$ cat src/shared/sesr_pkg.sv
// Purpose: constants for the sensor event and status register group
// Assumes: byte-wide register port, offsets as printed
// Notes: all offsets, field positions and mapped-register reset values live here
package sesr_pkg;

  // ==========================================================
  // register offsets
  localparam logic [7:0] SESR_OFS_MEAS_STATUS = 8'h00;
  localparam logic [7:0] SESR_OFS_OUT_FIRST = 8'h01;
  localparam logic [7:0] SESR_OFS_OUT_LAST = 8'h05;
  localparam logic [7:0] SESR_OFS_QUEUE_STATUS = 8'h0d;
  localparam logic [7:0] SESR_OFS_FIFO_DELAY_TICKS = 8'h10;
  localparam logic [7:0] SESR_OFS_SYSTEM_MODE_STATE = 8'h11;
  localparam logic [7:0] SESR_OFS_EVENT_SOURCE_STATUS = 8'h12;
  localparam logic [7:0] SESR_OFS_DATA_EVENT_CONFIG = 8'h13;

  // ==========================================================
  // reset values, tick saturation limit and watermark off code
  localparam logic [7:0] SESR_RST_FIFO_DELAY_TICKS = 8'h00;
  localparam logic [7:0] SESR_RST_EVENT_SOURCE_STATUS = 8'h00;
  localparam logic [2:0] SESR_RST_DATA_EVENT_CONFIG = 3'h0;
  localparam logic SESR_RST_SYSTEM_MODE = 1'b0;
  localparam logic [7:0] SESR_RDATA_UNMAPPED = 8'h00;
  localparam logic [7:0] SESR_DELAY_TICK_MAX = 8'hff;
  localparam logic [5:0] SESR_WATERMARK_OFF = 6'h00;

  // ==========================================================
  // event source bit positions
  localparam int SESR_SRC_DATA_READY = 7;
  localparam int SESR_SRC_QUEUE = 6;
  localparam int SESR_SRC_P_WINDOW = 5;
  localparam int SESR_SRC_T_WINDOW = 4;
  localparam int SESR_SRC_P_THRESHOLD = 3;
  localparam int SESR_SRC_T_THRESHOLD = 2;
  localparam int SESR_SRC_P_CHANGE = 1;
  localparam int SESR_SRC_T_CHANGE = 0;
  localparam int SESR_NUM_SOURCES = 8;

  // ==========================================================
  // data event config fields
  localparam int SESR_CFG_READY_EVENT_MODE = 2;
  localparam int SESR_CFG_PRESSURE_EVENT_ENABLE = 1;
  localparam int SESR_CFG_TEMPERATURE_EVENT_ENABLE = 0;
  localparam int SESR_CFG_WIDTH = 3;

endpackage

$ cat src/shared/sesr_evt_if.sv
// Purpose: carrier between register core and sticky status bits
// Assumes: single clock domain
// Notes: cond is the raw level, clr the one-cycle clear strobes
`timescale 1ns/10ps
`default_nettype none
interface sesr_evt_if;
  logic [7:0] cond;
  logic [7:0] clr;
  logic [7:0] status;

  modport core (output cond, output clr, input status);
  modport bits (input cond, input clr, output status);
endinterface
`default_nettype wire

$ cat src/verilog/sesr_edge_latch.sv
// Purpose: rising-edge sticky status bits for the event sources
// Assumes: cond and clr come from logic on mclk_i
// Notes: a set in the clear cycle wins
`timescale 1ns/10ps
`default_nettype none
module sesr_edge_latch
  import sesr_pkg::*;
(
  // clock and reset
  input wire logic mclk_i,
  input wire logic rst_i,
  // event carrier
  sesr_evt_if.bits evt
);

  logic [SESR_NUM_SOURCES-1:0] prev_reg;
  logic [SESR_NUM_SOURCES-1:0] prev_next;
  logic [SESR_NUM_SOURCES-1:0] status_reg;
  logic [SESR_NUM_SOURCES-1:0] status_next;

  // ==========================================================
  // per-source edge detect and hold
  genvar g;
  generate
    for (g = 0; g < SESR_NUM_SOURCES; g++) begin : g_src
      always_comb begin
        prev_next[g] = evt.cond[g];
        // a steady high level sets the bit only once
        if (evt.cond[g] && !prev_reg[g]) begin
          status_next[g] = 1'b1;
        end else if (evt.clr[g]) begin
          status_next[g] = 1'b0;
        end else begin
          status_next[g] = status_reg[g];
        end
      end
    end
  endgenerate

  always_ff @(posedge mclk_i or posedge rst_i) begin
    if (rst_i) begin
      prev_reg <= '0;
      status_reg <= SESR_RST_EVENT_SOURCE_STATUS;
    end else begin
      prev_reg <= prev_next;
      status_reg <= status_next;
    end
  end

  assign evt.status = status_reg;

endmodule // sesr_edge_latch
`default_nettype wire

$ cat src/verilog/sesr_regs.sv
// Purpose: event source, system mode, delay tick and data event config registers
// Assumes: byte register port from the serial slave, all inputs on mclk_i
// Notes: read data are registered, one cycle after the read strobe
// Notes: bytes owned by other blocks read as zero here
`timescale 1ns/10ps
`default_nettype none
module sesr_regs
  import sesr_pkg::*;
(
  // clock and reset
  input wire logic mclk_i,
  input wire logic rst_i,
  // register port
  input wire logic [7:0] reg_addr_i,
  input wire logic reg_rd_i,
  input wire logic reg_wr_i,
  input wire logic [7:0] reg_wdata_i,
  output logic [7:0] reg_rdata_o,
  // system mode
  input wire logic mode_active_i,
  // measurement engine
  input wire logic acquisition_done_i,
  input wire logic pressure_changed_i,
  input wire logic temperature_changed_i,
  input wire logic data_ready_int_enable_i,
  // fifo events
  input wire logic queue_overflow_i,
  input wire logic queue_wrap_i,
  input wire logic queue_byte_written_i,
  input wire logic queue_last_byte_read_i,
  input wire logic sample_tick_i,
  // fifo levels
  input wire logic [5:0] queue_sample_count_i,
  input wire logic [5:0] queue_watermark_i,
  // alarm windows
  input wire logic pressure_window_nonzero_i,
  input wire logic temperature_window_nonzero_i,
  input wire logic pressure_near_target_i,
  input wire logic temperature_near_target_i,
  // alarm thresholds
  input wire logic pressure_cross_center_i,
  input wire logic pressure_cross_edge_i,
  input wire logic temperature_cross_center_i,
  input wire logic temperature_cross_edge_i,
  // alarm change detectors
  input wire logic pressure_delta_event_i,
  input wire logic temperature_delta_event_i,
  // status out
  output logic [7:0] event_source_status_o,
  output logic system_mode_state_o,
  // data flags and config
  output logic data_ready_flag_o,
  output logic data_overwrite_flag_o,
  output logic [2:0] data_event_config_o
);

  // ==========================================================
  // declarations
  sesr_evt_if evt ();

  logic [7:0] delay_tick_field_reg;
  logic [7:0] delay_tick_field_next;
  logic delay_run_reg;
  logic delay_run_next;
  logic delay_count_en;

  logic system_mode_state_reg;
  logic system_mode_state_next;

  logic [2:0] data_event_config_reg;
  logic [2:0] data_event_config_next;

  logic data_ready_flag_reg;
  logic data_ready_flag_next;
  logic data_overwrite_flag_reg;
  logic data_overwrite_flag_next;

  logic [7:0] rdata_reg;
  logic [7:0] rdata_next;

  // read decode
  logic rd_meas;
  logic rd_status_byte;
  logic rd_out_bytes;
  logic rd_queue_status;
  logic rd_source;
  // event qualifiers
  logic new_event;
  logic p_event;
  logic t_event;
  logic watermark_hit;
  logic ready_event_mode;
  logic pressure_event_enable;
  logic temperature_event_enable;

  // ==========================================================
  // read decode
  always_comb begin
    rd_status_byte = reg_rd_i && (reg_addr_i == SESR_OFS_MEAS_STATUS);
    rd_out_bytes = reg_rd_i && (reg_addr_i >= SESR_OFS_OUT_FIRST) && (reg_addr_i <= SESR_OFS_OUT_LAST);
    // either read counts, so a host that skips status still clears
    rd_meas = rd_status_byte || rd_out_bytes;
    rd_queue_status = reg_rd_i && (reg_addr_i == SESR_OFS_QUEUE_STATUS);
    rd_source = reg_rd_i && (reg_addr_i == SESR_OFS_EVENT_SOURCE_STATUS);
  end

  // ==========================================================
  // data event config
  always_comb begin
    data_event_config_next = data_event_config_reg;
    // upper bits dropped on write
    // reserved bits are not stored, so reads show zero
    if (reg_wr_i && reg_addr_i == SESR_OFS_DATA_EVENT_CONFIG) begin
      data_event_config_next = reg_wdata_i[SESR_CFG_WIDTH-1:0];
    end
  end

  always_ff @(posedge mclk_i or posedge rst_i) begin
    if (rst_i) begin
      data_event_config_reg <= SESR_RST_DATA_EVENT_CONFIG;
    end else begin
      data_event_config_reg <= data_event_config_next;
    end
  end

  assign ready_event_mode = data_event_config_reg[SESR_CFG_READY_EVENT_MODE];
  assign pressure_event_enable = data_event_config_reg[SESR_CFG_PRESSURE_EVENT_ENABLE];
  assign temperature_event_enable = data_event_config_reg[SESR_CFG_TEMPERATURE_EVENT_ENABLE];

  // ==========================================================
  // data ready and overwrite flags
  always_comb begin
    p_event = pressure_event_enable && (!ready_event_mode || pressure_changed_i);
    t_event = temperature_event_enable && (!ready_event_mode || temperature_changed_i);
    new_event = acquisition_done_i && (p_event || t_event);
  end

  // ==========================================================
  // flag update
  always_comb begin
    data_ready_flag_next = data_ready_flag_reg;
    data_overwrite_flag_next = data_overwrite_flag_reg;
    // new data wins over a clearing read in the same cycle
    if (new_event) begin
      data_ready_flag_next = 1'b1;
      if (data_ready_flag_reg && !rd_meas) begin
        data_overwrite_flag_next = 1'b1;
      end
    end else if (rd_meas) begin
      data_ready_flag_next = 1'b0;
      data_overwrite_flag_next = 1'b0;
    end
  end

  always_ff @(posedge mclk_i or posedge rst_i) begin
    if (rst_i) begin
      data_ready_flag_reg <= 1'b0;
      data_overwrite_flag_reg <= 1'b0;
    end else begin
      data_ready_flag_reg <= data_ready_flag_next;
      data_overwrite_flag_reg <= data_overwrite_flag_next;
    end
  end

  // ==========================================================
  // event source conditions and clears
  always_comb begin
    // watermark zero means off, else an empty fifo would fire
    watermark_hit = (queue_watermark_i != SESR_WATERMARK_OFF) &&
                    (queue_sample_count_i == queue_watermark_i);
    evt.cond = '0;
    evt.cond[SESR_SRC_DATA_READY] = (data_overwrite_flag_reg || data_ready_flag_reg) &&
                                    data_ready_int_enable_i;
    evt.cond[SESR_SRC_QUEUE] = queue_overflow_i || watermark_hit;
    evt.cond[SESR_SRC_P_WINDOW] = pressure_window_nonzero_i && pressure_near_target_i;
    evt.cond[SESR_SRC_T_WINDOW] = temperature_window_nonzero_i && temperature_near_target_i;
    evt.cond[SESR_SRC_P_THRESHOLD] = pressure_cross_center_i ||
                                     (pressure_window_nonzero_i && pressure_cross_edge_i);
    evt.cond[SESR_SRC_T_THRESHOLD] = temperature_cross_center_i ||
                                     (temperature_window_nonzero_i && temperature_cross_edge_i);
    evt.cond[SESR_SRC_P_CHANGE] = pressure_delta_event_i;
    evt.cond[SESR_SRC_T_CHANGE] = temperature_delta_event_i;
  end

  // ==========================================================
  // read-clear strobes
  always_comb begin
    evt.clr = '0;
    evt.clr[SESR_SRC_DATA_READY] = rd_meas;
    evt.clr[SESR_SRC_QUEUE] = rd_queue_status;
    evt.clr[SESR_SRC_P_WINDOW] = rd_source;
    evt.clr[SESR_SRC_T_WINDOW] = rd_source;
    evt.clr[SESR_SRC_P_THRESHOLD] = rd_source;
    evt.clr[SESR_SRC_T_THRESHOLD] = rd_source;
    evt.clr[SESR_SRC_P_CHANGE] = rd_source;
    evt.clr[SESR_SRC_T_CHANGE] = rd_source;
  end

  // sticky bits kept apart so each source is one loop entry
  sesr_edge_latch sesr_edge_latch_i (
    .mclk_i(mclk_i),
    .rst_i(rst_i),
    .evt(evt.bits)
  );

  // ==========================================================
  // fifo delay tick counter
  always_comb begin
    // the starting cycle counts too, so a tick on overflow is not lost
    delay_count_en = (delay_run_reg || queue_overflow_i || queue_wrap_i) && sample_tick_i;
    delay_tick_field_next = delay_tick_field_reg;
    delay_run_next = delay_run_reg;
    if (queue_last_byte_read_i) begin
      delay_tick_field_next = SESR_RST_FIFO_DELAY_TICKS;
      delay_run_next = 1'b0;
    end else begin
      if (queue_overflow_i || queue_wrap_i) begin
        delay_run_next = 1'b1;
      end
      if (queue_byte_written_i) begin
        delay_tick_field_next = SESR_RST_FIFO_DELAY_TICKS;
      end else if (delay_count_en && delay_tick_field_reg != SESR_DELAY_TICK_MAX) begin
        // saturate rather than wrap so a long idle never looks fresh
        delay_tick_field_next = delay_tick_field_reg + 8'h01;
      end
    end
  end

  always_ff @(posedge mclk_i or posedge rst_i) begin
    if (rst_i) begin
      delay_tick_field_reg <= SESR_RST_FIFO_DELAY_TICKS;
      delay_run_reg <= 1'b0;
    end else begin
      delay_tick_field_reg <= delay_tick_field_next;
      delay_run_reg <= delay_run_next;
    end
  end

  // ==========================================================
  // system mode
  always_comb begin
    // one-cycle lag, the mode source sits on the same clock
    system_mode_state_next = mode_active_i;
  end

  always_ff @(posedge mclk_i or posedge rst_i) begin
    if (rst_i) begin
      system_mode_state_reg <= SESR_RST_SYSTEM_MODE;
    end else begin
      system_mode_state_reg <= system_mode_state_next;
    end
  end

  // ==========================================================
  // read mux, registered
  always_comb begin
    // hold the last byte until the next read strobe
    rdata_next = rdata_reg;
    if (reg_rd_i) begin
      unique case (reg_addr_i)
        SESR_OFS_FIFO_DELAY_TICKS: rdata_next = delay_tick_field_reg;
        SESR_OFS_SYSTEM_MODE_STATE: rdata_next = {7'h00, system_mode_state_reg};
        SESR_OFS_EVENT_SOURCE_STATUS: rdata_next = evt.status;
        SESR_OFS_DATA_EVENT_CONFIG: rdata_next = {5'h00, data_event_config_reg};
        default: rdata_next = SESR_RDATA_UNMAPPED;
      endcase
    end
  end

  always_ff @(posedge mclk_i or posedge rst_i) begin
    if (rst_i) begin
      rdata_reg <= SESR_RDATA_UNMAPPED;
    end else begin
      rdata_reg <= rdata_next;
    end
  end

  // ==========================================================
  // outputs
  assign reg_rdata_o = rdata_reg;
  assign event_source_status_o = evt.status;
  assign system_mode_state_o = system_mode_state_reg;
  assign data_ready_flag_o = data_ready_flag_reg;
  assign data_overwrite_flag_o = data_overwrite_flag_reg;
  assign data_event_config_o = data_event_config_reg;

endmodule // sesr_regs
`default_nettype wire

$ cat config.mk
export PLATFORM = sky130hd
export DESIGN_NAME = sesr_regs
export DESIGN_NICKNAME = d
export VERILOG_FILES = /design/src/shared/sesr_pkg.sv /design/src/shared/sesr_evt_if.sv /design/src/verilog/sesr_edge_latch.sv /design/src/verilog/sesr_regs.sv
export SDC_FILE = /design/constraint.sdc
export NUM_CORES = 1
export LEC_CHECK = 0
export BUFFER_PORTS_ARGS = -buffer_cell sky130_fd_sc_hd__buf_2
export CAP_MARGIN = 30
export CORE_ASPECT_RATIO = 0.6
export CORE_MARGIN = 3
export CORE_UTILIZATION = 51
export CTS_CLUSTER_DIAMETER = 200
export DETAILED_ROUTE_END_ITERATION = 8
export PLACE_DENSITY = 0.95
export SYNTH_ARGS = -nofsm -noshare
export SYNTH_HDL_FRONTEND = slang
export SYNTH_SLANG_ARGS = --single-unit
$ cat constraint.sdc
create_clock -name mclk_i -period 2.8 [get_ports mclk_i]
set_clock_uncertainty 0.1 [all_clocks]
set_input_delay 0.56 -clock mclk_i [delete_from_list [all_inputs] [get_ports mclk_i]]
set_output_delay 0.56 -clock mclk_i [all_outputs]
set_load 0.03 [all_outputs]
# After elaboration in Yosys (flattened, before gate mapping)
# Index checks and enable logic that the tools add are counted.
[op_classes]
n_lt_le_gt_ge = 2
n_reduce_logical = 61
n_mul = 0
n_bitwise = 0
muxes = 20
n_eq_ne = 8
shifts = 0
div_mod_pow = 0
addsub = 1
[ops]
columns = ["op", "count"]
rows = [
  ["8-bit by 5-bit equality test with 1-bit output, second input constant", 4],
  ["8-bit one-hot mux with 4 select lines", 1],
  ["1-bit logical AND", 26],
  ["8-bit 2-to-1 mux", 3],
  ["2-bit nonzero test", 10],
  ["1-bit 2-to-1 mux", 16],
  ["1-bit logical OR", 11],
  ["1-bit logical NOT", 10],
  ["8-bit by 1-bit adder with 8-bit output, second input constant", 1],
  ["8-bit by 4-bit equality test with 1-bit output, second input constant", 1],
  ["8-bit by 1-bit >= comparator with 1-bit output, second input constant", 1],
  ["8-bit by 3-bit <= comparator with 1-bit output, second input constant", 1],
  ["8-bit logical NOT", 1],
  ["8-bit != test, second input constant", 1],
  ["6-bit equality test", 1],
  ["6-bit nonzero test", 1],
  ["3-bit nonzero test", 1],
  ["2-bit by 1-bit != test with 1-bit output, second input constant", 1],
  ["2-bit AND reduction", 1],
]
[word_totals]
latchBits = 0
mem_count = 0
ramBits = 0
wordCells = 108
in_bits = 52
output_inout_bits = 22
ff_bits = 39
romBits = 0

# Depth between registers and ports, before layout
# Gate-level depths: netlist (run 1).
[depth]
word_depth = 8
depth_mapped = 5
ltp_nobuf = 5

# Hierarchy
# From an unflattened synthesis (run 1), not the netlist that was laid out.
[unflattened]
hier_cells = 182
area_unflattened_um2 = 1981.9
[modules_own_cells]
columns = ["mod", "seq_area_each_um2", "instances", "cells_each", "area_per_inst_um2"]
rows = [
  ["sesr_regs", 575.6, 1, 141, 1417.6],
  ["sesr_edge_latch", 400.4, 1, 41, 564.3],
]

# Worst setup path after synthesis (run 1)
# Ideal clock, no wire load.
[synth_path]
path_type = "input-to-reg"
startpoint = "in reg_addr_i[5]"
endpoint = "reg data_event_config_reg[0], in the netlist data_event_config_o[0]"
setup_ns = 0.125
setup_slack_ns = 1.061
cell_stages = 4
path_buffers = 0
arrival_ns = 1.514
required_time_ns = 2.575
cell_sequence = "nor3_1 > and3_1 > nand4_1 > mux2_2"
[synth_between]
elab_chain_cells = 2
[synth_rtl]
columns = ["item", "line_no", "text"]
rows = [
  ["start: declaration", "sesr_regs.sv:14", "input wire logic [7:0] reg_addr_i,"],
  ["8-bit by 5-bit equality test with 1-bit output", "sesr_regs.sv:113", "if (reg_wr_i && reg_addr_i == SESR_OFS_DATA_EVENT_CONFIG) begin"],
  ["1-bit logical AND", "sesr_regs.sv:113", ""],
  ["end signal: assignment", "sesr_regs.sv:122", "data_event_config_reg <= data_event_config_next;"],
  ["end: declaration", "sesr_regs.sv:70", "logic [2:0] data_event_config_reg;"],
]
# Every way passes these cells.
# A chain may end at the register's enable or synchronous reset.

# Worst setup path after layout (run 1)
[layout_path]
startpoint = "reg delay_tick_field_reg[4]"
endpoint = "reg delay_tick_field_reg[5]"
[layout_between]
elab_chain_cells = 4
elab_cells_between_ends = 7
classes_between = "1 x add/sub; 1 x eq/ne; 3 x mux; 2 x reduce/logical"
[layout_rtl]
columns = ["item", "line_no", "text"]
rows = [
  ["start: declaration", "sesr_regs.sv:61", "logic [7:0] delay_tick_field_reg;"],
  ["start signal: assignment", "sesr_regs.sv:234", "delay_tick_field_reg <= delay_tick_field_next;"],
  ["8-bit by 1-bit adder with 8-bit output", "sesr_regs.sv:224", "delay_tick_field_next = delay_tick_field_reg + 8'h01;"],
  ["8-bit 2-to-1 mux", "sesr_regs.sv:222", "end else if (delay_count_en && delay_tick_field_reg != SESR_DELAY_TICK_MAX) begin"],
  ["8-bit 2-to-1 mux", "sesr_regs.sv:220", "if (queue_byte_written_i) begin"],
  ["8-bit 2-to-1 mux", "sesr_regs.sv:213", "if (queue_last_byte_read_i) begin"],
]
# Several ways; a longest one is shown, not always the timed one. The select of a mux whose other input is x is not followed.

==> impl.org, run 1 <==
** Clock network
- No sink is reached through more buffers than the 2 on the longest clock path.
- Clock sink count :: 39
- Total number of H-tree levels :: 2
- CTS placed an instance of sky130_fd_sc_hd__clkbuf_8 at the clock tree root.
- TritonCTS built the clock tree.
- Number of hold buffers added after CTS :: 0
- Clock input transition at the sequential cells of the worst setup and hold paths :: 0.07 ns
- Post-CTS Repair Setup Buffers :: 0
- At the later pin of the worst-skew pair, clock insertion delay measures 0.29 ns.
- Total of cells resized after clock tree synthesis :: 0
- Buffers inserted during clock tree synthesis total 5.

** Worst setup path
- STA classifies the critical path endpoint as a flop.
- Cell type of the slowest stage on the worst timing path :: sky130_fd_sc_hd__dfrtp_1
- RR Endpoint :: delay_tick_field_reg[5]
- Crit-path max FO :: 6
- Critical path data arrival time :: 1.95 ns
- Worst flop-to-flop path startpoint :: delay_tick_field_reg[4]
- In this run the worst setup path terminates at delay_tick_field_reg[5].
- Required time of the critical path :: 2.92 ns
- STA classifies the critical path startpoint as a flop.
- For the worst flop-to-flop path, the logic depth is 4.
- Tracing the worst setup path back leads to its startpoint at delay_tick_field_reg[4].
- Critical setup path kind :: flop to flop
- Walking the worst path, the cells encountered are and4_4 > a311o_1 > or3_1 > a21oi_1.
- Max stage delay on crit path :: 0.46 ns
- Reg-to-reg setup timing slack :: 0.97 ns

** Finish
- Layout Nets :: 288
- Number of fillers in the final layout :: 219
- Combined flip-flop and latch cell area :: 975.9 sq um
- In the final layout, the multi-input gates occupy 730.7 sq um.
- Antenna fix cells :: 0
- Share of layout cells above drive strength 1 :: 35.47%
- Area growth, synth to finish :: 25.33%

** Routing
- DRT met1 WL :: 1.877 mm
- Routed wire length :: 4.714 mm
- Dividing the detail-routed via count by the number of cells gives 5.754.
- Routed length per placed instance :: 17.08 um
- The count of nets left with antenna violations once routing finished came out at 0.
- The first TritonRoute pass finished after 4 iterations.
- The detailed router finished its first iteration with 125 violations.
- Vias :: 1588
- Wire segments on met2 add up to 2.217 mm in the final route.
- Total DRC errors in the routed layout :: 0
- Detail Route met3 WL :: 467 um
- Top layer reached by signal wires :: met4

** Placed design
- Port Buffer Count :: 68
- Global placer's final weighted congestion :: 0.7342
- Estimated wirelength of the detail-placed design :: 3.648 mm

** Yosys
- Prevailing post-synth register cell :: sky130_fd_sc_hd__dfrtp_1
- After synthesis, the netlist uses 37 different library cells.
- The number of nets in the synthesized netlist is 217.
- The Yosys step of the flow raised 0 warnings.
- Most area-consuming cells after synthesis :: sky130_fd_sc_hd__dfrtp_1, sky130_fd_sc_hd__a22o_1, sky130_fd_sc_hd__inv_1, sky130_fd_sc_hd__mux2i_1, sky130_fd_sc_hd__mux2_2
- Of all cell types, the one taking the most synthesized area is sky130_fd_sc_hd__dfrtp_1.
- Part of the Yosys area used for sequential elements :: 54.43%
- Cell count after synthesis :: 164
- Post-synth EDFFs :: 0
- Of all flip-flops after synthesis, the portion carrying an async set or reset was 100.0%.
- Synthesized area per cell :: 10.93 sq um
- Synth top area share :: 54.43%
- After synthesis the cells add up to 1793 sq um.
- Synthesis inferred 39 register bits.

** Power
- Net Sw Frac :: 26.99%
- Leak pwr :: 1.107 nW
- Across the VDD grid, the largest voltage drop is 334.5 uV.
- Of the total power, registers draw 53.7%.
- Cell internal pwr :: 0.8207 mW
- Net switching power :: 0.3033 mW
- Of the total power, combinational logic draws 15.1%.
- Fraction of power consumed by the clock network :: 31.2%
- Power Dens Cells :: 500.2 nW/um^2

** Global route
- Leftover overflow at the end of global routing :: 0
- The number of global-route vias before repair was 1538.
- Across every metal layer, demand over resource in global routing totals 23.79%.
- Initial antenna violation count :: 0
- Wire length of the first global-routing pass :: 7.265 mm
- Entering global routing, the biggest net connects 40 pins.

** Floorplanning
- The floorplan step defined a die boundary enclosing 4287 sq um.
- Row generation in the floorplan step produced 15 rows.
- Number of ports placed on the die boundary :: 74
- Core region area :: 3097 sq um
- Starting density of the core :: 57.90%
- Height of the die :: 51.93 um
- From left edge to right edge, the die measures 82.55 um.

** Hold path
- The min-delay analysis places its worst path in the category input pin to async pin.

** STA
- Final critical path time including I/O delays and setup :: 1.834 ns
- Headroom to the max-slew limit came out at 59.78%.
- Slew at the pin with the worst max-slew slack :: 0.5981 ns
- The number of max-slew violations in the final report is 0.
- Setup repair after global routing left no endpoint under its margin.
- Post-route worst hold slack :: 0.2542 ns
- Top achievable clock speed :: 545.2 MHz
- Setup violations remaining at the end of the flow were counted as 0.
- Accumulated negative setup slack :: 0 ns
- Final clock period utilization by the worst path :: 65.51%
- The count of final hold-check violations came to 0.

** Run
- Max-cap violations in this run came to 0.

** Status
- The run finished with clean final reports.
final cells by class:
type / instances / area share [%]
Sequential cell: 39 / 43.43
Clock buffer: 6 / 3.229
Multi-Input combinational cell: 102 / 32.52
Timing Repair Buffer: 69 / 15.48
Tap cell: 42 / 2.339
Inverter: 18 / 3.007
synth_stat cells (2+ instances only):
cell type,count
sky130_fd_sc_hd__a21o_1,2
sky130_fd_sc_hd__a21oi_1,4
sky130_fd_sc_hd__a22o_1,8
sky130_fd_sc_hd__a22oi_1,3
sky130_fd_sc_hd__a41o_1,2
sky130_fd_sc_hd__and2_1,2
sky130_fd_sc_hd__buf_1,2
sky130_fd_sc_hd__clkbuf_1,3
sky130_fd_sc_hd__dfrtp_1,39
sky130_fd_sc_hd__inv_1,18
sky130_fd_sc_hd__mux2_2,5
sky130_fd_sc_hd__mux2i_1,6
sky130_fd_sc_hd__nand2_1,8
sky130_fd_sc_hd__nand3_1,4
sky130_fd_sc_hd__nand4_1,2
sky130_fd_sc_hd__nand4b_1,2
sky130_fd_sc_hd__nor2_1,10
sky130_fd_sc_hd__nor2b_1,2
sky130_fd_sc_hd__nor3_1,4
sky130_fd_sc_hd__nor4_1,3
sky130_fd_sc_hd__o21a_1,2
sky130_fd_sc_hd__o21ai_0,3
sky130_fd_sc_hd__o22ai_1,8
sky130_fd_sc_hd__xnor2_1,4
sky130_fd_sc_hd__xor2_1,6
how the worst min path moves through the flow:
stage	to	slack [ns]
4_1_cts	delay_tick_field_reg[2]	0.27
3_5_place_dp	delay_run_reg	0.41
6_report	sesr_edge_latch_i.prev_reg[2]	0.25
5_1_grt	system_mode_state_o	0.27
3_3_place_gp	data_ready_flag_o	0.41
2_1_floorplan	delay_run_reg	0.38
cell families (layout without fill, tap and decap cells):
kind of cell / count (synthesis) / count (layout) / synth area share (%)
AOI/OAI and AO/OA: 37 / 37 / 15.07
xor gates and xnor gates: 10 / 10 / 4.885
adders and majority gates: 1 / 1 / 0.6977
buffers and inverters: 23 / 93 / 4.815
DFF: 39 / 39 / 54.43
muxes: 12 / 12 / 7.746
and+or+nand+nor: 42 / 42 / 12.35
power by group through the flow:
stage | Clock (mW) | Sequential (mW) | Combinational (mW)
4_1_cts | 0.353 | 0.604 | 0.170
5_1_grt | 0.380 | 0.605 | 0.186
3_5_place_dp | 0 | 0.614 | 0.169
3_3_place_gp | 0 | 0.612 | 0.161
6_report | 0.350 | 0.604 | 0.170
2_1_floorplan | 0 | 0.642 | 0.0680
worst max-delay path: cells and delay by family (launching register included):
family,cells,cell delay [ns]
and+or+nand+nor,2,0.62
AOI/OAI and AO/OA,2,0.58
DFF,1,0.46
stage by stage:
step                utilization [%]  cell area, sq um  worst slack [ns]  cells  power (mW)
floorplan                         -              1793             1.061    164      0.7101
global placement              70.22              2175            0.7946    270      0.7730
detailed placement            70.22              2175            0.7165    270      0.7837
CTS                           72.57              2247            0.9726    276       1.127
global route                  72.57              2247            0.8680    276       1.171
finish                        72.57              2247            0.9658    276       1.124
metal layers:
layer | vias up | track usage, %
li1 | 726 | -
met3 | 17 | 8.651
met5 | - | 0
met2 | 104 | 37.37
met1 | 741 | 30.15
met4 | 0 | 8.967
placed cells by master (no fill, tap or decap), drive strengths merged, types with 4 or more instances in the layout:
master  instances
mux2            5
nand3           4
a22o            8
a21oi           4
o22ai           8
nand2           8
nor2           10
xnor2           4
dfrtp          39
nor3            4
buf            69
mux2i           6
inv            18
clkbuf          6
xor2            6
Note: power is estimated with default switching activity, not from simulation.
==> run 2, diff against run 1 <==
- ABC_AREA: default -> 1
- CORE_UTILIZATION: 51 -> 49
- PLACE_DENSITY: 0.95 -> 0.91
- clock period: 2.8 -> 1.7 ns (I/O delays scaled with it)
==> run 2 against run 1 <==
Compared with the run above: clock power grew 72%; largest power group unchanged; sequential share of layout area shrank 5.3 points; clock-buffer cell count grew 1; global-route usage decreased by 3.1 points; critical path depth grew 4; die area increased by 17%; register-to-register slack lost 0.87 ns; combinational power increased by 38%; synthesized cell count increased by 66%.
==> impl.org, run 2 <==
** Placed design
- Estimated wirelength of the detail-placed design :: 3.756 mm (+3.0%)
- Area post-placement :: 2481 sq um (+14%)
- The quantity of I/O buffers inserted on ports is 68 (unchanged).
- The final weighted congestion in routability-driven placement was 0.8649 (+18%).
- The number of placed instances, taps included was 398 (+47%).
- Setup slack at placement :: 0.1307 ns (-0.5857 ns)

** Power
- Cell internal pwr :: 1.325 mW (+61%)
- The switching power of the nets was 0.4771 mW (+57%).
- The power per unit of standard cell area was 703.2 nW/um^2 (+41%).
- Total power :: 1.802 mW (+60%)
- Leak pwr :: 1.448 nW (+31%)
- Share of power burned in registers :: 53.6% (about the same)
- Net Sw Frac :: 26.48% (-0.51 points)
- Proportion of power drawn by combinational gates :: 13.0% (-2.1 points)
- The worst supply voltage drop on vdd was 371.6 uV (+11%).
- Fraction of power consumed by the clock network :: 33.3% (+2.1 points)

** Worst setup path
- The critical path is of the flop to flop type.
- Max stage delay on crit path :: 0.42 ns (-0.04 ns)
- The worst setup path is launched from a flop.
- Worst flop-to-flop path startpoint :: delay_tick_field_reg[1]
- Required time of the critical path :: 1.78 ns (-1.14 ns)
- CP endpoint kind :: flop
- Reg-to-reg setup timing slack :: 0.09 ns (-0.87 ns)
- The largest fanout on the critical path is 7 (+1).
- Series of cell instances along the critical path :: ha_1 > nand2_2 > nor3_4 > nand2_2 > nand2_4 > nand2_4 > nand2_1 > nand2_1
- Critical path data arrival time :: 1.69 ns (-0.26 ns)
- The worst register-to-register path ends at delay_tick_field_reg[3].
- The depth of the most critical reg-to-reg path was 8 (+4).
- On the critical path, the stage with the largest delay is an instance of sky130_fd_sc_hd__dfrtp_1.

** STA
- Setup repair after global routing missed its margin :: no
- The time the worst path needs with I/O delays and setup was 1.608 ns (-0.2262 ns).
- The setup TNS came to 0 ns (unchanged).
- The transition at the pin with the smallest max-transition slack came to 0.4890 ns (-0.1092 ns).
- Final setup violation count :: 0 (unchanged)
- The count of final hold-check violations was 0 (unchanged).
- The number of max-slew violations in the final report is 0 (unchanged).
- The highest clock frequency the design can meet came to 621.9 MHz (+14%).
- Final clock period utilization by the worst path :: 94.59% (+29 points)
- Max-slew headroom :: 67.40% (+7.6 points)
- Post-route worst hold slack :: 0.04365 ns (-0.2105 ns)
- The smallest setup slack after layout is 0.09199 ns (-0.8738 ns).

** Global route
- Leftover overflow at the end of global routing :: 0 (unchanged)
- The largest net degree at the start of global routing came to 40 (unchanged).
- The number of antenna violations at the first check in global routing came to 0 (unchanged).
- Number of global-route vias before repair :: 1877 (+22%)
- GRT Overall Usage :: 20.67% (-3.1 points)
- The wire length of the first global-routing pass is 8.183 mm (+13%).

** Finish
- The layout net count is 401 (+39%).
- The number of inserted filler cells in the final layout was 317 (+45%).
- Final core area utilization :: 66.56% (-6.0 points)
- Most common cell after layout, fill and taps aside :: sky130_fd_sc_hd__nand2_1
- Finished Cell Area :: 2562 sq um (+14%)
- Antenna fix cells :: 0 (unchanged)
- Share of layout cells above drive strength 1 :: 29.51% (-6.0 points)
- Combined flip-flop and latch cell area :: 975.9 sq um (unchanged)
- From synthesis to final layout, the design area changed by 24.57%.
- The number of standard cells in the final layout excluding fillers was 406 (+47%).
- Area of the multi-input gates :: 879.6 sq um (+20%)
- The library cells used most frequently in the layout, excluding fill and tap cells, are sky130_fd_sc_hd__nand2_1, sky130_fd_sc_hd__buf_2, sky130_fd_sc_hd__inv_1.

** Clock network
- Total number of H-tree levels :: 2 (unchanged)
- The number of buffers inserted to repair setup after CTS came to 0 (unchanged).
- The CTS sink count came to 39 (unchanged).
- Clock tree synthesis selected as its root buffer the cell sky130_fd_sc_hd__clkbuf_8.
- Number of hold buffers added after CTS :: 0 (unchanged)
- The insertion delay of the later-clocked pin in the worst-skew pair is 0.29 ns (about the same).
- TritonCTS Buffers :: 5 (unchanged)
- Clock input transition at the sequential cells of the worst setup and hold paths :: 0.07 ns (about the same)
- Max Root-Sink Buffers :: 2 (unchanged)
- TritonCTS clock tree :: done
- Total of cells resized after clock tree synthesis :: 0 (unchanged)

** Yosys
- Warnings, synthesis :: 0 (unchanged)
- The number of flops mapped to enable cells by yosys came to 0 (unchanged).
- The number of distinct library cells after synthesis came to 28 (-24%).
- Number of nets in the synthesized netlist :: 325 (+50%)
- Summed over all instances, the cell type with the most area after synthesis is sky130_fd_sc_hd__dfrtp_1.
- In the post-synthesis netlist, the cell with the most instances is sky130_fd_sc_hd__nand2_1.
- Cell count after synthesis :: 272 (+66%)
- The sequential-to-total area share from yosys stat came to 47.45% (-7.0 points).
- By count the netlist is led by sky130_fd_sc_hd__nand2_1, sky130_fd_sc_hd__inv_1, sky130_fd_sc_hd__dfrtp_1.
- Synth top area share :: 47.45% (-7.0 points)
- Syn Std Cell Area :: 2057 sq um (+15%)
- Synth Register Bits :: 39 (unchanged)
- Share of async-settable or async-resettable flops after synthesis :: 100.0% (unchanged)
- The mean cell area of the mapped netlist was 7.562 sq um (-31%).
- By area the synthesized netlist is led by sky130_fd_sc_hd__dfrtp_1, sky130_fd_sc_hd__nand2_1, sky130_fd_sc_hd__inv_1, sky130_fd_sc_hd__nand3_1, sky130_fd_sc_hd__nor2_1.
- Prevailing post-synth register cell :: sky130_fd_sc_hd__dfrtp_1

** Status
- Status :: finished, final reports clean

** Run
- Max-cap check violation count :: 0 (unchanged)

** Routing
- The number of remaining DRC errors came to 0 (unchanged).
- DRC violation total after the first TritonRoute iteration :: 177 (+42%)
- The per-cell routed wire length came to 11.87 um (-30%).
- Count of antenna-violating nets left after detailed routing :: 0 (unchanged)
- The count of TritonRoute iterations in the first routing pass came to 4 (unchanged).
- The number of vias in the routed layout was 2010 (+27%).
- Detail-routed via count per cell :: 4.951 (-14%)
- Routed wire length :: 4.821 mm (+2.3%)

** Floorplanning
- The floorplan row count is 17 (+2).
- The area inside the core boundary is 3850 sq um (+24%).
- Number of ports placed on the die boundary :: 74 (unchanged)
- The starting utilization of the core area came to 53.43% (-4.5 points).
- Die outline area :: 5037 sq um (+17%)
- The die width came to 89.65 um (+8.6%).
- Height of the die :: 56.19 um (+8.2%)

** Hold path
- The path class of the tightest hold or removal check is input pin to async pin.
-- run 2: cell type report --
cell class / count / area share (%)
Sequential cell: 39 / 38.09
Inverter: 51 / 7.471
Clock inverter: 1 / 0.1953
Tap cell: 57 / 2.783
Clock buffer: 7 / 2.979
Multi-Input combinational cell: 180 / 34.33
Timing Repair Buffer: 71 / 14.16
-- run 2: logic make-up (layout without fill, tap and decap cells) --
| family | count (synthesis) | count (layout) | share of synthesized area, % |
|---|---|---|---|
| simple gates | 148 | 148 | 33.15 |
| buf+inv | 53 | 130 | 9.793 |
| flops | 39 | 39 | 47.45 |
| compound gates | 29 | 29 | 8.151 |
| xor+xnor | 2 | 2 | 0.8517 |
| fa+ha+maj | 1 | 1 | 0.6082 |
-- run 2: power by group through the flow --
stage	clock network [mW]	logic [mW]	registers (mW)
floorplan	0	0.108	1.00
global placement	0	0.227	0.983
detailed placement	0	0.235	0.984
CTS	0.613	0.237	0.966
global route	0.647	0.266	0.968
finish	0.601	0.235	0.966
-- run 2: how the worst max path moves through the flow --
stage,from,end
floorplan,delay_tick_field_reg[1],delay_tick_field_reg[3]
global route,delay_tick_field_reg[1],delay_tick_field_reg[4]
finish,delay_tick_field_reg[1],delay_tick_field_reg[3]
detailed placement,delay_tick_field_reg[1],delay_tick_field_reg[3]
CTS,delay_tick_field_reg[1],delay_tick_field_reg[3]
global placement,delay_tick_field_reg[1],delay_tick_field_reg[3]
-- run 2: routing by layer --
metal	up-vias	global-route usage, %	share of wire [%]
met3	7	5.030	8.7
met1	915	29.12	47
met2	90	31.35	44
li1	998	-	-
met4	0	5.945	0.93
met5	-	0	0
-- run 2: worst max-delay path: cells and delay by family (launching register included) --
| kind | cells | cell delay, ns |
|---|---|---|
| adder cells (fa/ha/maj) | 1 | 0.24 |
| flip-flops | 1 | 0.42 |
| AND/OR/NAND/NOR | 7 | 0.74 |
